**config.mk**
```make
export PLATFORM = sky130hd
export DESIGN_NAME = dtc_trim_ctrl
export DESIGN_NICKNAME = d
export VERILOG_FILES = /design/src/dtc_pkg.sv /design/src/dtc_trim_ctrl.sv
export SDC_FILE = /design/constraint.sdc
export NUM_CORES = 1
export LEC_CHECK = 0
export CAP_MARGIN = 30
export CORE_MARGIN = 2
export CORE_UTILIZATION = 40
export CTS_CLUSTER_SIZE = 12
export DETAILED_ROUTE_END_ITERATION = 12
export DONT_BUFFER_PORTS = 1
export SLEW_MARGIN = 20
export SYNTH_ARGS = -nofsm -noshare
export SYNTH_HDL_FRONTEND = slang
export SYNTH_SLANG_ARGS = --single-unit
export TNS_END_PERCENT = 10
```
**constraint.sdc**
```tcl
create_clock -name clk -period 4.5 [get_ports clk]
set_input_delay 0.225 -clock clk [delete_from_list [all_inputs] [get_ports clk]]
set_output_delay 0.225 -clock clk [all_outputs]
set_load 0.02 [all_outputs]
```
**src/dtc_pkg.sv**
```systemverilog
`default_nettype none
// ****************************************
// dtc constants
// ****************************************
package dtc_pkg;
    localparam int unsigned NCH = 4;
    localparam int unsigned DW  = 16;
    localparam int unsigned OFW = 8;
    localparam int unsigned FGW = 6;
    localparam int unsigned RGW = 2;
    localparam int unsigned AW  = 8;

    // byte offsets of the register map
    localparam logic [7:0] OFS_DATA   = 8'h00;
    localparam logic [7:0] OFS_OFFSET = 8'h10;
    localparam logic [7:0] OFS_FINE   = 8'h20;
    localparam logic [7:0] OFS_RANGE  = 8'h30;
    localparam logic [7:0] OFS_FUNC   = 8'h34;
    localparam logic [7:0] OFS_STATUS = 8'h38;

    // function register fields
    localparam int unsigned F_LGND  = 0;
    localparam int unsigned F_D0DIR = 1;
    localparam int unsigned F_D0VAL = 2;
    localparam int unsigned F_D1DIR = 3;
    localparam int unsigned F_D1VAL = 4;
    localparam int unsigned F_BIN   = 5;
    localparam int unsigned FNW     = 6;

    // status register fields
    localparam int unsigned S_CLAMP = 0;
    localparam int unsigned S_SUPOK = 1;
    localparam int unsigned S_SUPERVISOR_RESET_INPUT = 2;

    localparam logic [DW-1:0]  DATA_RST   = 16'h0000;
    localparam logic [OFW-1:0] OFFSET_RST = 8'h00;
    localparam logic [FGW-1:0] FINE_RST   = 6'h00;
    localparam logic [RGW-1:0] RANGE_STD  = 2'h0;
    localparam logic [RGW-1:0] RANGE_MID  = 2'h1;
    localparam logic [RGW-1:0] RANGE_WIDE = 2'h2;
    localparam logic [RGW-1:0] RANGE_RSVD = 2'h3;
    localparam logic [FNW-1:0] FUNC_RST   = 6'h00;
    localparam logic [DW-1:0]  MSB_FLIP   = 16'h8000;

    localparam logic [1:0] RESP_OKAY   = 2'h0;
    localparam logic [1:0] RESP_SLVERR = 2'h2;

    typedef enum logic [1:0] {
        CL_CLAMPED = 2'h0,
        CL_ARMED   = 2'h1,
        CL_RUN     = 2'h3
    } dtc_clamp_e;
endpackage : dtc_pkg
`default_nettype wire

```
**src/dtc_trim_ctrl.sv**
```systemverilog
// How it works
// - offset trim per channel is an 8-bit two's complement code, eighth-LSB steps.
// - fine gain trim per channel is a 6-bit two's complement code.
// - two's complement coding maps 0x0000 to zero, 0x8000 to negative full scale.
// - while supplies change, outputs clamp to zero and the amplifier disconnects.
// - clamp releases on the first data word written after supplies are stable.
// - supervisor reset input low forces clamp and amplifier disconnect.
// - internal supply detector state is driven on its own output pin.
// - each channel selects one of three coarse output ranges.
// - two general-purpose pins, each independently input or output.
// - output pins drive written values; input pin levels read back.
// - local ground compensation acts only when enabled in function register.
// - range code 00 default, 01 middle, 10 widest; 11 is ignored.
// - both general-purpose pins are inputs after reset.
`timescale 1ns/100ps
`default_nettype none
module dtc_trim_ctrl
    import dtc_pkg::*;
(
    input  wire logic                      clk,                      // 200 MHz clock
    input  wire logic                      rst,                      // sync reset, high
    input  wire logic [AW-1:0]             s_axi_awaddr,             // write address
    input  wire logic                      s_axi_awvalid,            // write address valid
    output var  logic                      s_axi_awready,            // write address ready
    input  wire logic [31:0]               s_axi_wdata,              // write data
    input  wire logic [3:0]                s_axi_wstrb,              // byte enables
    input  wire logic                      s_axi_wvalid,             // write data valid
    output var  logic                      s_axi_wready,             // write data ready
    output var  logic [1:0]                s_axi_bresp,              // write response
    output var  logic                      s_axi_bvalid,             // write response valid
    input  wire logic                      s_axi_bready,             // write response ready
    input  wire logic [AW-1:0]             s_axi_araddr,             // read address
    input  wire logic                      s_axi_arvalid,            // read address valid
    output var  logic                      s_axi_arready,            // read address ready
    output var  logic [31:0]               s_axi_rdata,              // read data
    output var  logic [1:0]                s_axi_rresp,              // read response
    output var  logic                      s_axi_rvalid,             // read data valid
    input  wire logic                      s_axi_rready,             // read data ready
    input  wire logic                      supply_stable,            // raw supply detector
    input  wire logic                      supervisor_reset_input_n, // external clamp force
    output var  logic                      supply_detector_output_n, // low while supply bad
    output var  logic                      amplifier_connect_gate,   // high: amp connected
    output var  logic                      output_clamp_gate,        // high: output clamped
    input  wire logic                      gp_port_pin_zero_i,       // pin 0 level
    output var  logic                      gp_port_pin_zero_o,       // pin 0 drive value
    output var  logic                      gp_port_pin_zero_oe,      // pin 0 drive enable
    input  wire logic                      gp_port_pin_one_i,        // pin 1 level
    output var  logic                      gp_port_pin_one_o,        // pin 1 drive value
    output var  logic                      gp_port_pin_one_oe,       // pin 1 drive enable
    output var  logic [NCH-1:0][DW-1:0]    dac_code,                 // binary core codes
    output var  logic [NCH-1:0][OFW-1:0]   offset_trim_code,         // per-channel offset
    output var  logic [NCH-1:0][FGW-1:0]   fine_trim_code,           // per-channel fine gain
    output var  logic [NCH-1:0][RGW-1:0]   range_code,               // per-channel range
    output var  logic                      local_ground_adjust_en    // ground compensation
);

    // ****************************************
    // state
    // ****************************************
    typedef struct packed {
        logic                    aw_have;
        logic [AW-1:0]           aw_addr;
        logic                    w_have;
        logic [31:0]             w_data;
        logic [3:0]              w_strb;
        logic                    awready;
        logic                    wready;
        logic                    bvalid;
        logic [1:0]              bresp;
        logic                    arready;
        logic                    rvalid;
        logic [31:0]             rdata;
        logic [1:0]              rresp;
        logic                    sup_s1;
        logic                    sup_s2;
        logic                    rin_s1;
        logic                    rin_s2;
        logic [1:0]              gp_s1;
        logic [1:0]              gp_s2;
        logic [NCH-1:0][DW-1:0]  data;
        logic [NCH-1:0][DW-1:0]  code;
        logic [NCH-1:0][OFW-1:0] ofs;
        logic [NCH-1:0][FGW-1:0] fine;
        logic [NCH-1:0][RGW-1:0] rng;
        logic [FNW-1:0]          func;
        dtc_clamp_e              clamp;
        logic                    amp_gate;
        logic                    clamp_gate;
        logic                    det_n;
    } dtc_state_s;

    dtc_state_s st_reg;
    dtc_state_s st_next;

    // ****************************************
    // helpers
    // ****************************************
    // true when the address is one of four channel words above base
    function automatic logic dtc_in_bank(input logic [AW-1:0] a, input logic [AW-1:0] base);
        return (a[AW-1:4] == base[AW-1:4]) && (a[1:0] == 2'h0);
    endfunction : dtc_in_bank

    // byte-lane merge of a write into an old word
    function automatic logic [31:0] dtc_merge(input logic [31:0] old, input logic [31:0] nw,
                                              input logic [3:0] strb);
        logic [31:0] r;
        r = old;
        for (int b = 0; b < 4; b++) begin
            if (strb[b]) begin
                r[b*8 +: 8] = nw[b*8 +: 8];
            end
        end
        return r;
    endfunction : dtc_merge

    // ****************************************
    // next state
    // ****************************************
    always_comb begin
        logic [31:0]  wv;
        logic [31:0]  rv;
        logic [1:0]   ch;
        logic         hit;
        logic         data_wr;
        logic         sup_ok;
        logic         rin_ok;
        logic [FNW-1:0] fv;
        wv      = 32'h0;
        rv      = 32'h0;
        ch      = 2'h0;
        hit     = 1'b0;
        data_wr = 1'b0;
        fv      = FUNC_RST;
        sup_ok  = st_reg.sup_s2;
        rin_ok  = st_reg.rin_s2;
        st_next = st_reg;

        // two-stage capture of every outside level
        st_next.sup_s1 = supply_stable;
        st_next.sup_s2 = st_reg.sup_s1;
        st_next.rin_s1 = supervisor_reset_input_n;
        st_next.rin_s2 = st_reg.rin_s1;
        st_next.gp_s1  = {gp_port_pin_one_i, gp_port_pin_zero_i};
        st_next.gp_s2  = st_reg.gp_s1;

        // ****************************************
        // write channel
        // ****************************************
        if (st_reg.awready && s_axi_awvalid) begin
            st_next.aw_have = 1'b1;
            st_next.aw_addr = s_axi_awaddr;
        end
        if (st_reg.wready && s_axi_wvalid) begin
            st_next.w_have = 1'b1;
            st_next.w_data = s_axi_wdata;
            st_next.w_strb = s_axi_wstrb;
        end
        if (st_reg.bvalid && s_axi_bready) begin
            st_next.bvalid = 1'b0;
        end
        if (st_next.aw_have && st_next.w_have && !st_next.bvalid) begin
            ch  = st_next.aw_addr[3:2];
            hit = 1'b1;
            if (dtc_in_bank(st_next.aw_addr, OFS_DATA)) begin
                wv = dtc_merge({16'h0, st_reg.data[ch]}, st_next.w_data, st_next.w_strb);
                st_next.data[ch] = wv[DW-1:0];
                data_wr = 1'b1;
            end else if (dtc_in_bank(st_next.aw_addr, OFS_OFFSET)) begin
                wv = dtc_merge({24'h0, st_reg.ofs[ch]}, st_next.w_data, st_next.w_strb);
                st_next.ofs[ch] = wv[OFW-1:0];
            end else if (dtc_in_bank(st_next.aw_addr, OFS_FINE)) begin
                wv = dtc_merge({26'h0, st_reg.fine[ch]}, st_next.w_data, st_next.w_strb);
                st_next.fine[ch] = wv[FGW-1:0];
            end else if (st_next.aw_addr == OFS_RANGE) begin
                wv = dtc_merge({24'h0, st_reg.rng}, st_next.w_data, st_next.w_strb);
                // reserved range code keeps old value
                for (int c = 0; c < NCH; c++) begin
                    if (wv[c*RGW +: RGW] != RANGE_RSVD) begin
                        st_next.rng[c] = wv[c*RGW +: RGW];
                    end
                end
            end else if (st_next.aw_addr == OFS_FUNC) begin
                wv = dtc_merge({26'h0, st_reg.func}, st_next.w_data, st_next.w_strb);
                st_next.func = wv[FNW-1:0];
            end else begin
                hit = 1'b0;
            end
            st_next.bresp   = hit ? RESP_OKAY : RESP_SLVERR;
            st_next.bvalid  = 1'b1;
            st_next.aw_have = 1'b0;
            st_next.w_have  = 1'b0;
        end
        st_next.awready = !st_next.aw_have && !st_next.bvalid;
        st_next.wready  = !st_next.w_have && !st_next.bvalid;

        // ****************************************
        // read channel
        // ****************************************
        if (st_reg.rvalid && s_axi_rready) begin
            st_next.rvalid = 1'b0;
        end
        if (st_reg.arready && s_axi_arvalid) begin
            ch  = s_axi_araddr[3:2];
            hit = 1'b1;
            // input pins read their live level
            fv = st_reg.func;
            if (!st_reg.func[F_D0DIR]) begin
                fv[F_D0VAL] = st_reg.gp_s2[0];
            end
            if (!st_reg.func[F_D1DIR]) begin
                fv[F_D1VAL] = st_reg.gp_s2[1];
            end
            if (dtc_in_bank(s_axi_araddr, OFS_DATA)) begin
                rv = {16'h0, st_reg.data[ch]};
            end else if (dtc_in_bank(s_axi_araddr, OFS_OFFSET)) begin
                rv = {24'h0, st_reg.ofs[ch]};
            end else if (dtc_in_bank(s_axi_araddr, OFS_FINE)) begin
                rv = {26'h0, st_reg.fine[ch]};
            end else if (s_axi_araddr == OFS_RANGE) begin
                rv = {24'h0, st_reg.rng};
            end else if (s_axi_araddr == OFS_FUNC) begin
                rv = {26'h0, fv};
            end else if (s_axi_araddr == OFS_STATUS) begin
                rv[S_CLAMP] = st_reg.clamp_gate;
                rv[S_SUPOK] = sup_ok;
                rv[S_SUPERVISOR_RESET_INPUT] = rin_ok;
            end else begin
                hit = 1'b0;
            end
            st_next.rdata  = rv;
            st_next.rresp  = hit ? RESP_OKAY : RESP_SLVERR;
            st_next.rvalid = 1'b1;
        end
        st_next.arready = !st_next.rvalid;

        // ****************************************
        // output clamp sequence
        // ****************************************
        case (st_reg.clamp)
            CL_CLAMPED: begin
                // stay clamped until supply and reset input good
                if (sup_ok && rin_ok) begin
                    st_next.clamp = CL_ARMED;
                end
            end
            CL_ARMED: begin
                if (!sup_ok || !rin_ok) begin
                    st_next.clamp = CL_CLAMPED;
                end else if (data_wr) begin
                    st_next.clamp = CL_RUN;
                end
            end
            CL_RUN: begin
                // supply loss or reset input re-clamps
                if (!sup_ok || !rin_ok) begin
                    st_next.clamp = CL_CLAMPED;
                end
            end
            default: begin
                st_next.clamp = CL_CLAMPED;
            end
        endcase
        st_next.amp_gate   = (st_next.clamp == CL_RUN);
        st_next.clamp_gate = (st_next.clamp != CL_RUN);
        st_next.det_n = sup_ok;

        // two's complement flips msb into binary core code
        for (int c = 0; c < NCH; c++) begin
            st_next.code[c] = st_next.func[F_BIN] ? st_next.data[c] : (st_next.data[c] ^ MSB_FLIP);
        end
    end

    // ****************************************
    // registers
    // ****************************************
    always_ff @(posedge clk) begin
        if (rst) begin
            st_reg            <= '0;
            st_reg.data       <= {NCH{DATA_RST}};
            st_reg.code       <= {NCH{DATA_RST ^ MSB_FLIP}};
            st_reg.ofs        <= {NCH{OFFSET_RST}};
            st_reg.fine       <= {NCH{FINE_RST}};
            st_reg.rng        <= {NCH{RANGE_STD}};
            st_reg.func       <= FUNC_RST;
            st_reg.clamp      <= CL_CLAMPED;
            st_reg.clamp_gate <= 1'b1;
        end else begin
            st_reg <= st_next;
        end
    end

    // ****************************************
    // outputs
    // ****************************************
    assign s_axi_awready            = st_reg.awready;
    assign s_axi_wready             = st_reg.wready;
    assign s_axi_bresp              = st_reg.bresp;
    assign s_axi_bvalid             = st_reg.bvalid;
    assign s_axi_arready            = st_reg.arready;
    assign s_axi_rdata              = st_reg.rdata;
    assign s_axi_rresp              = st_reg.rresp;
    assign s_axi_rvalid             = st_reg.rvalid;
    assign supply_detector_output_n = st_reg.det_n;
    assign amplifier_connect_gate   = st_reg.amp_gate;
    assign output_clamp_gate        = st_reg.clamp_gate;
    assign gp_port_pin_zero_o       = st_reg.func[F_D0VAL];
    assign gp_port_pin_zero_oe      = st_reg.func[F_D0DIR];
    assign gp_port_pin_one_o        = st_reg.func[F_D1VAL];
    assign gp_port_pin_one_oe       = st_reg.func[F_D1DIR];
    assign dac_code                 = st_reg.code;
    assign offset_trim_code         = st_reg.ofs;
    assign fine_trim_code           = st_reg.fine;
    assign range_code               = st_reg.rng;
    assign local_ground_adjust_en   = st_reg.func[F_LGND];

endmodule : dtc_trim_ctrl
`default_nettype wire

```
**After elaboration in Yosys (flattened, before gate mapping)**

Index checks and enable logic that the tools add are counted.
Widths: inputs -> output; s select.

- Bits of input ports: 63
- Logic and storage cells: 206
- Register bits: 298

- Bitwise logic cells: 8
- Reduce and logical (&&, ||, !) cells: 37
- Eq/ne operators: 17
- Magnitude comparators: 3
- Multiplexer cells: 94

Operator list:

| kind | number |
|---|---|
| $mux 8 | 22 |
| $mux 16 | 8 |
| $mux 64 | 2 |
| $mux 6 | 15 |
| $bmux 16 s2 | 2 |
| $bwmux 64 | 1 |
| $eq 8x6->1 const B | 5 |
| $mux 37 | 1 |
| $mux 35 | 1 |
| $bmux 8 s2 | 2 |
| $bwmux 32 | 1 |
| $demux 16 s2 | 1 |
| $bmux 6 s2 | 2 |
| $bwmux 24 | 1 |
| $reduce_and 6->1 | 4 |
| $mux 1 | 21 |
| $logic_and 1x1->1 | 17 |
| $demux 8 s2 | 1 |
| $demux 6 s2 | 1 |
| $mux 2 | 6 |
| $mux 3 | 4 |
| $ne 2x2->1 const B | 5 |
| $mux 9 | 1 |
| $eq 4x1->1 const B | 2 |
| other kinds (14) | 33 |

**Longest topological paths before layout**

Gate-level depths: netlist (run 1).

- Depth in word-level cells: 13
- Depth in mapped cells: 10
- Depth with buffers taken out: 6

**Least setup slack after synthesis (run 1)**

No wires, ideal clock.

- Kind: flip-flop to flip-flop
- Start point: reg st_reg (netlist bit s_axi_awready)
- End point: reg st_reg (netlist bit dac_code[15])
- Arrival: 2215 ps
- Stages on the path, launching flop included: 9
- Clock period less this slack: 2340 ps
- Setup slack: 2160 ps
- Required time: 4375 ps
- Path buffers: 2
- Setup time: 125 ps
- Cell sequence: dfxtp_1 > buf_6 > nand2_8 > mux2i_2 > or4_1 > buf_2 > o21ai_0 > and3b_4 > mux2i_1

- Cells in the longest elaborated chain, start to end: 12
- Elaborated cells between the ends (all ways): 34
- Classes of those cells: 2 x order compare; 4 x eq/ne; 18 x mux; 1 x bitwise; 9 x reduce/logical

RTL lines:

| item | RTL line | source |
|---|---|---|
| start, declared | dtc_trim_ctrl.sv:92 | `dtc_state_s st_reg;` |
| start signal, assigned | dtc_trim_ctrl.sv:288 | `st_reg <= st_next;` |
| $logic_and 1x1->1 (*) | dtc_trim_ctrl.sv:149 | `if (st_reg.awready && s_axi_awvalid) begin` |
| $mux 9 (*) | dtc_trim_ctrl.sv:149 |  |
| $bmux 16 s2 | dtc_trim_ctrl.sv:165 | `wv = dtc_merge({16'h0, st_reg.data[ch]}, st_next.w_data, st_next.w_strb);` |
| $mux 16 (implied by the code) | dtc_trim_ctrl.sv:165 |  |
| $mux 8 | dtc_trim_ctrl.sv:109 | `if (strb[b]) begin` |
| $mux 8 | dtc_trim_ctrl.sv:164 | `if (dtc_in_bank(st_next.aw_addr, OFS_DATA)) begin` |
| $mux 8 | dtc_trim_ctrl.sv:161 | `if (st_next.aw_have && st_next.w_have && !st_next.bvalid) begin` |
| $bwmux 64 | dtc_trim_ctrl.sv:166 | `st_next.data[ch] = wv[DW-1:0];` |
| $mux 64 | dtc_trim_ctrl.sv:164 |  |
| $mux 64 | dtc_trim_ctrl.sv:161 |  |
| $not 1->1 (no line) | - |  |
| $mux 16 (*) | dtc_trim_ctrl.sv:269 | `st_next.code[c] = st_next.func[F_BIN] ? st_next.data[c] : (st_next.data[c] ^ MSB_FLIP);` |

Mark *: on every way between the ends. The rest lies on a longest branch, timed or not. The select of a mux whose other input is x is not followed.
A chain may end at the register's enable or synchronous reset.

**Final worst setup path (run 1)**

Ends and elaborated chain as after synthesis.

==> key figures, run 1 <==
Timing
  • Slew at the pin with the worst max-slew slack: between 1000 and 1500 ps
  • Setup Total Neg Slack: 0 ps
  • Final Skew: 21.1 ps
  • Time the worst path needs with I/O delays and setup: 3400 ps
  • Maximum clock rate: between 200 and 300 MHz
  • Max transition margin: 0.327
  • Slew Limit Fails: 0
  • Crit share post-route: 0.756
  • Setup violation total in the final timing report: 0
  • Setup repair after global routing missed its margin: false
  • Hold violation total from the final report: 0

Floorplan
  • Initial core utilization: 0.406
  • Die area: 27700 um2
  • DIE WIDTH: between 150 and 200 um
  • Die height: about 170 um
  • Core region area: 26000 um2
  • Number of placement rows: 59
  • Ports: 240

Finish
  • Layout net count: around 1.1k
  • Final design instance area without fill: 10700 um2
  • Number of filler instances in the final layout: between 2k and 3k
  • Commonest cells after routing, fill and taps aside: nor2_1 (203), dfxtp_1 (202), a211oi_1 (70), a21oi_1 (62), nand2_1 (59)
  • Area growth from synthesis to layout: 1.76%
  • Multi-input gate area: ~5000 um2
  • Sequential cell area: just over 4000 um2
  • Proportion of layout cells with a drive suffix above 1: 0.125
  • Flip-flop count of the largest register, all copies and words added: 98
  • Diodes inserted: 0
  • Most common library cell in the layout ignoring fill and taps: nor2_1

Route
  • First-pass iteration count of the detailed router: 6
  • Number of violations reported at the end of detailed-routing iteration 0: approximately 600
  • Routed Wire Length: about 32000 um
  • Wire length per cell after detailed routing: between 20 and 25 um
  • DRC violation count after routing: 0
  • Vias after detailed routing: just under 8k
  • Vias per inst: 5.81
  • Antenna Violating Nets Remaining: 0

Synthesis
  • Most frequently used flop master after synthesis: dfxtp_1
  • Mapped Avg Cell Area: ~9.1 um2
  • Number of synthesized register bits: just over 200
  • Netlist area before placement: between 10000 and 15000 um2
  • Gate count after technology mapping: ~1.2k
  • Total number of yosys warnings: 0
  • Unique cell type count in the Yosys netlist: 55
  • Async set or reset register ratio after synthesis: 0
  • Fraction of the yosys area taken by sequential cells: 0.384
  • Count of flip-flops with a built-in enable after synthesis: 0

Clocking
  • Total CTS buffers: 24
  • Clk pin slew, worst setup/hold paths: approximately 60 ps
  • Clock Sinks: about 200
  • TritonCTS clock tree: done
  • Number of gates resized after CTS: 0
  • Number of H-tree levels: 1
  • Max Root-Sink Buffers: 3
  • Cell at the root of the clock tree: clkbuf_16
  • Clock network latency to the later pin of the worst-skew pair: roughly 530 ps

Placement
  • RePlAce Congestion: between 0.8 and 0.9
  • Half-perimeter wire length of the detailed placement result: 21100 um
  • Total placed instance area: 9570 um2
  • Port bufs: 0

Setup path
  • Crit path kind: reg -> reg
  • Crit path max fanout: 12
  • Worst EP arrival: ~3900 ps
  • Crit. End Element: flip-flop
  • CP startpoint kind: flip-flop
  • Worst path required time: ~5000 ps

Pwr
  • Worst vdd ir: 0.430 mV
  • Power density normalized to cell area: 392 nW/um2
  • Leakage power: just under 4 nW

Outcome
  • Result of the run: complete, no violations

Global route
  • Antenna violations before repair: 0
  • Aggregate global-route resource usage: 0.227
  • Wire length of the first global-routing pass: 48800 um
  • Vias in the first global route: approximately 7.6k
  • Total overflow reported by the global router: 0
  • Maximum number of pins on one net before global-route repair: 195

Job
  • Number of max-capacitance violations reported: 0

Hold path
  • Path type of the worst min-delay path: in -> reg
## power by group
part	switching (mW)	leakage (nW)	internal, mW
Sequential	0.0473	1.63	1.82
Clock	0.772	0.392	1.20
Combinational	0.228	1.82	0.134
Total	1.05	3.85	3.15
## worst max-delay path: stages (launching register included)
cell,delay [ps]
dfxtp_1,770
and2_1,420
o21ai_1,270
nor4_4,580
and2_0,690
mux2i_1,360
mux2i_1,230
## worst paths after layout
kind                                               start                           to  slack [ps]  cells past startpoint
worst min register to register      st_reg[4]$_SDFF_PP0_         st_reg[3]$_SDFF_PP0_         430                      1
worst max-delay path            s_axi_awready$_SDFF_PP0_      dac_code[15]$_SDFF_PP1_        1100                      6
worst max register to register  s_axi_awready$_SDFF_PP0_      dac_code[15]$_SDFF_PP1_        1100                      6
worst min-delay path                     s_axi_araddr[3]  s_axi_rdata[4]$_SDFFE_PP0P_          30                      3
## per-stage QoR
step	util	power, mW	worst slack (ps)	hold WS, ps	instances
6_report	0.413	4.20	1100	26.2	1359
5_1_grt	0.413	4.35	908	11.8	1359
4_1_cts	0.412	4.24	1120	8.81	1357
3_5_place_dp	0.368	2.21	1160	317	1284
3_3_place_gp	0.368	2.21	1210	311	1284
2_1_floorplan	-	2.19	2160	353	1177
## layout make-up
type	count	share of cell area
Multi-Input combinational cell	727	0.461
Sequential cell	202	0.377
Clock buffer	32	0.0616
Timing Repair Buffer	51	0.0473
Tap cell	335	0.0391
Clock inverter	9	0.0126
Inverter	3	0.00105
## kinds of logic after synthesis
family | share of synthesized area
compound gates | 0.141
mux | 0.146
flops | 0.384
buf+inv | 0.154
other cells | 0.000356
simple gates | 0.175
## what timing repair did
item | in CTS | in global routing
hold endpoints to repair | 201 | 0
buffers inserted | 0 | 0
hold buffers | 32 | 0
## synthesized netlist by cell type (4+ instances only)
cell type	n	area, um2
dfxtp_1	202	4040
nand2b_1	6	37.5
nor3_1	52	260
and2_1	5	31.3
buf_2	23	115
and3_1	14	87.6
o21ai_0	32	160
a21oi_1	62	310
a21o_1	11	82.6
a211oi_1	70	526
a2bb2oi_1	4	35.0
or3_1	4	25.0
mux2i_1	30	300
a222oi_1	4	40.0
a221o_1	4	40.0
nand3_1	14	70.1
nor2_1	204	766
o31ai_1	6	45.0
nor2b_1	20	125
nand2_1	59	221
clkbuf_1	45	169
mux4_2	52	1170
buf_4	171	1280
a22oi_1	15	113
## routing by layer
layer,wire length [um],vias up,global-route usage
met4,1030,0,0.0660
met5,0,-,0
met1,13600,3832,0.306
met2,14100,369,0.349
li1,-,3633,-
met3,3190,59,0.0746
Power figures use the tool's default switching activity.
==> run 2, diff against run 1 <==
- ABC_AREA: not set -> 1
- clock period: 4.5 -> 3.2 ns (I/O delays scaled with it)
==> run 2 against run 1 <==
  * Flip-flop and latch count is the same
  * Total power increased by 47%
  * Setup slack got worse by 660 ps
  * Count of clock-buffer cells in the layout rose by 3
  * Global-route usage is 0.68 points higher
  * Via count is 23% higher
  * Critical path type unchanged
  * Critical endpoint is now dac_code[63]$_SDFF_PP1_
  * Highest routed layer unchanged
==> key figures, run 2 <==
Global route
  • Met2 track demand over resource in global routing: 0.365 (was 0.349)
  • Met3 track demand over resource in global routing: 0.0635 (was 0.0746)
  • Vias in the first global route: 8716 (was 7554)
  • Met1 track utilization from global routing: 0.307 (was 0.306)
  • Antenna violations before repair: 0 (unchanged)
  • Total overflow reported by the global router: 0 (unchanged)
  • Maximum number of pins on one net before global-route repair: 100 (was 195)
  • Aggregate global-route resource usage: 0.234 (was 0.227)
  • Busiest grt layer: met2 (unchanged)
  • Wire length of the first global-routing pass: 52600 um (was 48800 um)

Route
  • Wire length per cell after detailed routing: 19.3 um (was 23.5 um)
  • Vias after detailed routing: 9698 (was 7893)
  • Antenna Violating Nets Remaining: 0 (unchanged)
  • Number of violations reported at the end of detailed-routing iteration 0: 826 (was 602)
  • Routed Wire Length: 35900 um (was 32000 um)
  • Vias per inst: 5.21 (was 5.81)
  • DRC violation count after routing: 0 (unchanged)
  • First-pass iteration count of the detailed router: 7 (was 6)

Finish
  • Final design instance area without fill: 11400 um2 (was 10700 um2)
  • Commonest cells after routing, fill and taps aside: nand2_1 (361), dfxtp_1 (202), nor2_1 (178), a21oi_1 (136), inv_1 (133) (was nor2_1 (203), dfxtp_1 (202), a211oi_1 (70), a21oi_1 (62), nand2_1 (59))
  • Proportion of layout cells with a drive suffix above 1: 0.0842 (was 0.125)
  • Flip-flop count of the largest register, all copies and words added: 98 (unchanged)
  • Area growth from synthesis to layout: 1.58% (was 1.76%)
  • Layout net count: 1530 (was 1072)
  • Final Non-Filler Cells: 1862 (was 1359)
  • Final standard cell utilization of the core: 0.411 (was 0.413)
  • Most common library cell in the layout ignoring fill and taps: nand2_1 (was nor2_1)
  • Number of filler instances in the final layout: 2889 (was 2536)
  • Diodes inserted: 0 (unchanged)

Hold path
  • Path type of the worst min-delay path: in -> reg (unchanged)
  • Source of the worst hold timing path: s_axi_awaddr[4] (was s_axi_araddr[3])

Placement
  • Placed Instances: 1783 (was 1284)
  • RePlAce Congestion: 0.862 (was 0.822)
  • Port bufs: 0 (unchanged)
  • Half-perimeter wire length of the detailed placement result: 24800 um (was 21100 um)
  • Total placed instance area: 10200 um2 (was 9570 um2)
  • Pre-CTS WS: 623 ps (was 1160 ps)

Synthesis
  • Mapped Avg Cell Area: 7.00 um2 (was 9.09 um2)
  • Netlist area before placement: 11200 um2 (was 10500 um2)
  • Most numerous cell in the Yosys netlist: nand2_1 (was nor2_1)
  • Gate count after technology mapping: 1603 (was 1160)
  • Area share of the largest cell type after synthesis: 0.360 (was 0.384)
  • Async set or reset register ratio after synthesis: 0 (unchanged)
  • Unique cell type count in the Yosys netlist: 37 (was 55)
  • Fraction of the yosys area taken by sequential cells: 0.360 (was 0.384)
  • Commonest cells post-synth: nand2_1 (361), dfxtp_1 (202), nor2_1 (180), buf_4 (174), a21oi_1 (136) (was nor2_1 (204), dfxtp_1 (202), buf_4 (171), a211oi_1 (70), a21oi_1 (62))
  • Cell types with the largest area share after synthesis: dfxtp_1 (36%), nand2_1 (12%), buf_4 (12%) (was dfxtp_1 (38%), buf_4 (12%), mux4_2 (11%))
  • Count of flip-flops with a built-in enable after synthesis: 0 (unchanged)
  • Largest area contributor in the netlist: dfxtp_1 (unchanged)
  • Total number of yosys warnings: 0 (unchanged)
  • Most frequently used flop master after synthesis: dfxtp_1 (unchanged)
  • Number of synthesized register bits: 202 (unchanged)

Setup path
  • Crit path kind: reg -> reg (unchanged)
  • Worst R2R Path Depth: 12 (was 6)
  • Crit path max fanout: 17 (was 12)
  • Worst setup path startpoint: s_axi_awready$_SDFF_PP0_ (unchanged)
  • Worst EP arrival: 3240 ps (was 3860 ps)
  • Worst path required time: 3670 ps (was 4950 ps)
  • End of the worst register-to-register path: dac_code[63]$_SDFF_PP1_ (was dac_code[15]$_SDFF_PP1_)
  • CP startpoint kind: flip-flop (unchanged)
  • Worst r2r src: s_axi_awready$_SDFF_PP0_ (unchanged)
  • Worst setup path endpoint: dac_code[63]$_SDFF_PP1_ (was dac_code[15]$_SDFF_PP1_)
  • Register-to-Register Setup Slack: 440 ps (was 1100 ps)
  • Crit. End Element: flip-flop (unchanged)

Clocking
  • Number of gates resized after CTS: 0 (unchanged)
  • Cell at the root of the clock tree: clkbuf_16 (unchanged)
  • Max Root-Sink Buffers: 3 (unchanged)
  • Number of H-tree levels: 1 (unchanged)
  • Total CTS buffers: 25 (was 24)
  • Clock Sinks: 202 (unchanged)
  • Clk pin slew, worst setup/hold paths: 60 ps (about the same)
  • Clock network latency to the later pin of the worst-skew pair: 530 ps (about the same)
  • TritonCTS clock tree: done (unchanged)

Timing
  • Slew at the pin with the worst max-slew slack: 748 ps (was 1010 ps)
  • Final Skew: 10.1 ps (was 21.1 ps)
  • Crit share post-route: 0.864 (was 0.756)
  • Setup Total Neg Slack: 0 ps (unchanged)
  • Slew Limit Fails: 0 (unchanged)
  • Setup violation total in the final timing report: 0 (unchanged)
  • Max transition margin: 0.501 (was 0.327)
  • Time the worst path needs with I/O delays and setup: 2760 ps (was 3400 ps)
  • Hold violation total from the final report: 0 (unchanged)
  • Maximum clock rate: 362 MHz (was 294 MHz)
  • Final hold slack: 19.6 ps (was 26.2 ps)
  • Final critical-path setup slack: 436 ps (was 1100 ps)
  • Setup repair after global routing missed its margin: false (unchanged)

Outcome
  • Result of the run: complete, no violations (unchanged)

Floorplan
  • Initial core utilization: 0.405 (was 0.406)
  • Die area: 29400 um2 (was 27700 um2)
  • Core region area: 27700 um2 (was 26000 um2)
  • DIE WIDTH: 171 um (was 166 um)
  • Ports: 240 (unchanged)
  • Die height: 171 um (was 166 um)
  • Number of placement rows: 61 (was 59)

Pwr
  • Worst vdd ir: 0.376 mV (was 0.430 mV)
  • Leakage power: 5.05 nW (was 3.85 nW)
  • Power density normalized to cell area: 542 nW/um2 (was 392 nW/um2)
  • Overall power consumption: 6.17 mW (was 4.20 mW)

Job
  • Number of max-capacitance violations reported: 0 (unchanged)
run 2: cells by family after synthesis:
| logic type | count (synthesis) | synth area share |
|---|---|---|
| compound gates | 318 | 0.154 |
| buf+inv | 386 | 0.199 |
| flops | 202 | 0.360 |
| other cells | 1 | 0.000334 |
| simple gates | 687 | 0.278 |
| mux | 9 | 0.00814 |
run 2: worst max-delay path, cell delays in order, from the launching register on:
cell and delay, ps:
dfxtp_1 340, buf_4 230, nand3_1 110, dlygate4sd3_1 590, nand2_2 110, nand3_4 100
nor2_8 230, nand3_4 270, inv_2 380, nand2_1 130, nand3_1 100, nand2_1 60
nand2_1 50
run 2: timing repair:
item | 4_1_cts | 5_1_grt
buffers inserted | 0 | 0
hold endpoints to repair | 107 | 0
hold buffers | 35 | 0
run 2: routing by layer:
| layer | vias up | wire, um |
|---|---|---|
| met5 | - | 0 |
| met1 | 4432 | 14800 |
| met2 | 444 | 15900 |
| li1 | 4738 | - |
| met4 | 0 | 1400 |
| met3 | 84 | 3730 |
run 2: where the power goes:
part	internal (mW)	switching, mW	total [mW]
clock	1.61	1.12	2.73
combinational	0.214	0.593	0.806
sequential	2.57	0.0620	2.63
total	4.39	1.78	6.17
run 2: cell type report:
type,instances,area [um2],area share
clock buffers,35,703,0.0617
multi-input cells,1032,5010,0.440
clock inverters,9,81.3,0.00714
inverters,153,578,0.0507
well taps,378,473,0.0415
repair buffers,53,503,0.0441
flip-flops and latches,202,4040,0.355
run 2: how the worst min path moves through the flow:
stage | endpoint | cells past startpoint
3_5_place_dp | s_axi_arready$_SDFF_PP0_ | 1
2_1_floorplan | st_next[203]$_SDFF_PP0_ | 2
6_report | st_reg[293]$_SDFF_PP0_ | 4
5_1_grt | st_reg[164]$_SDFFE_PP0P_ | 3
3_3_place_gp | s_axi_arready$_SDFF_PP0_ | 1
4_1_cts | s_axi_rdata[8]$_SDFFE_PP0P_ | 4
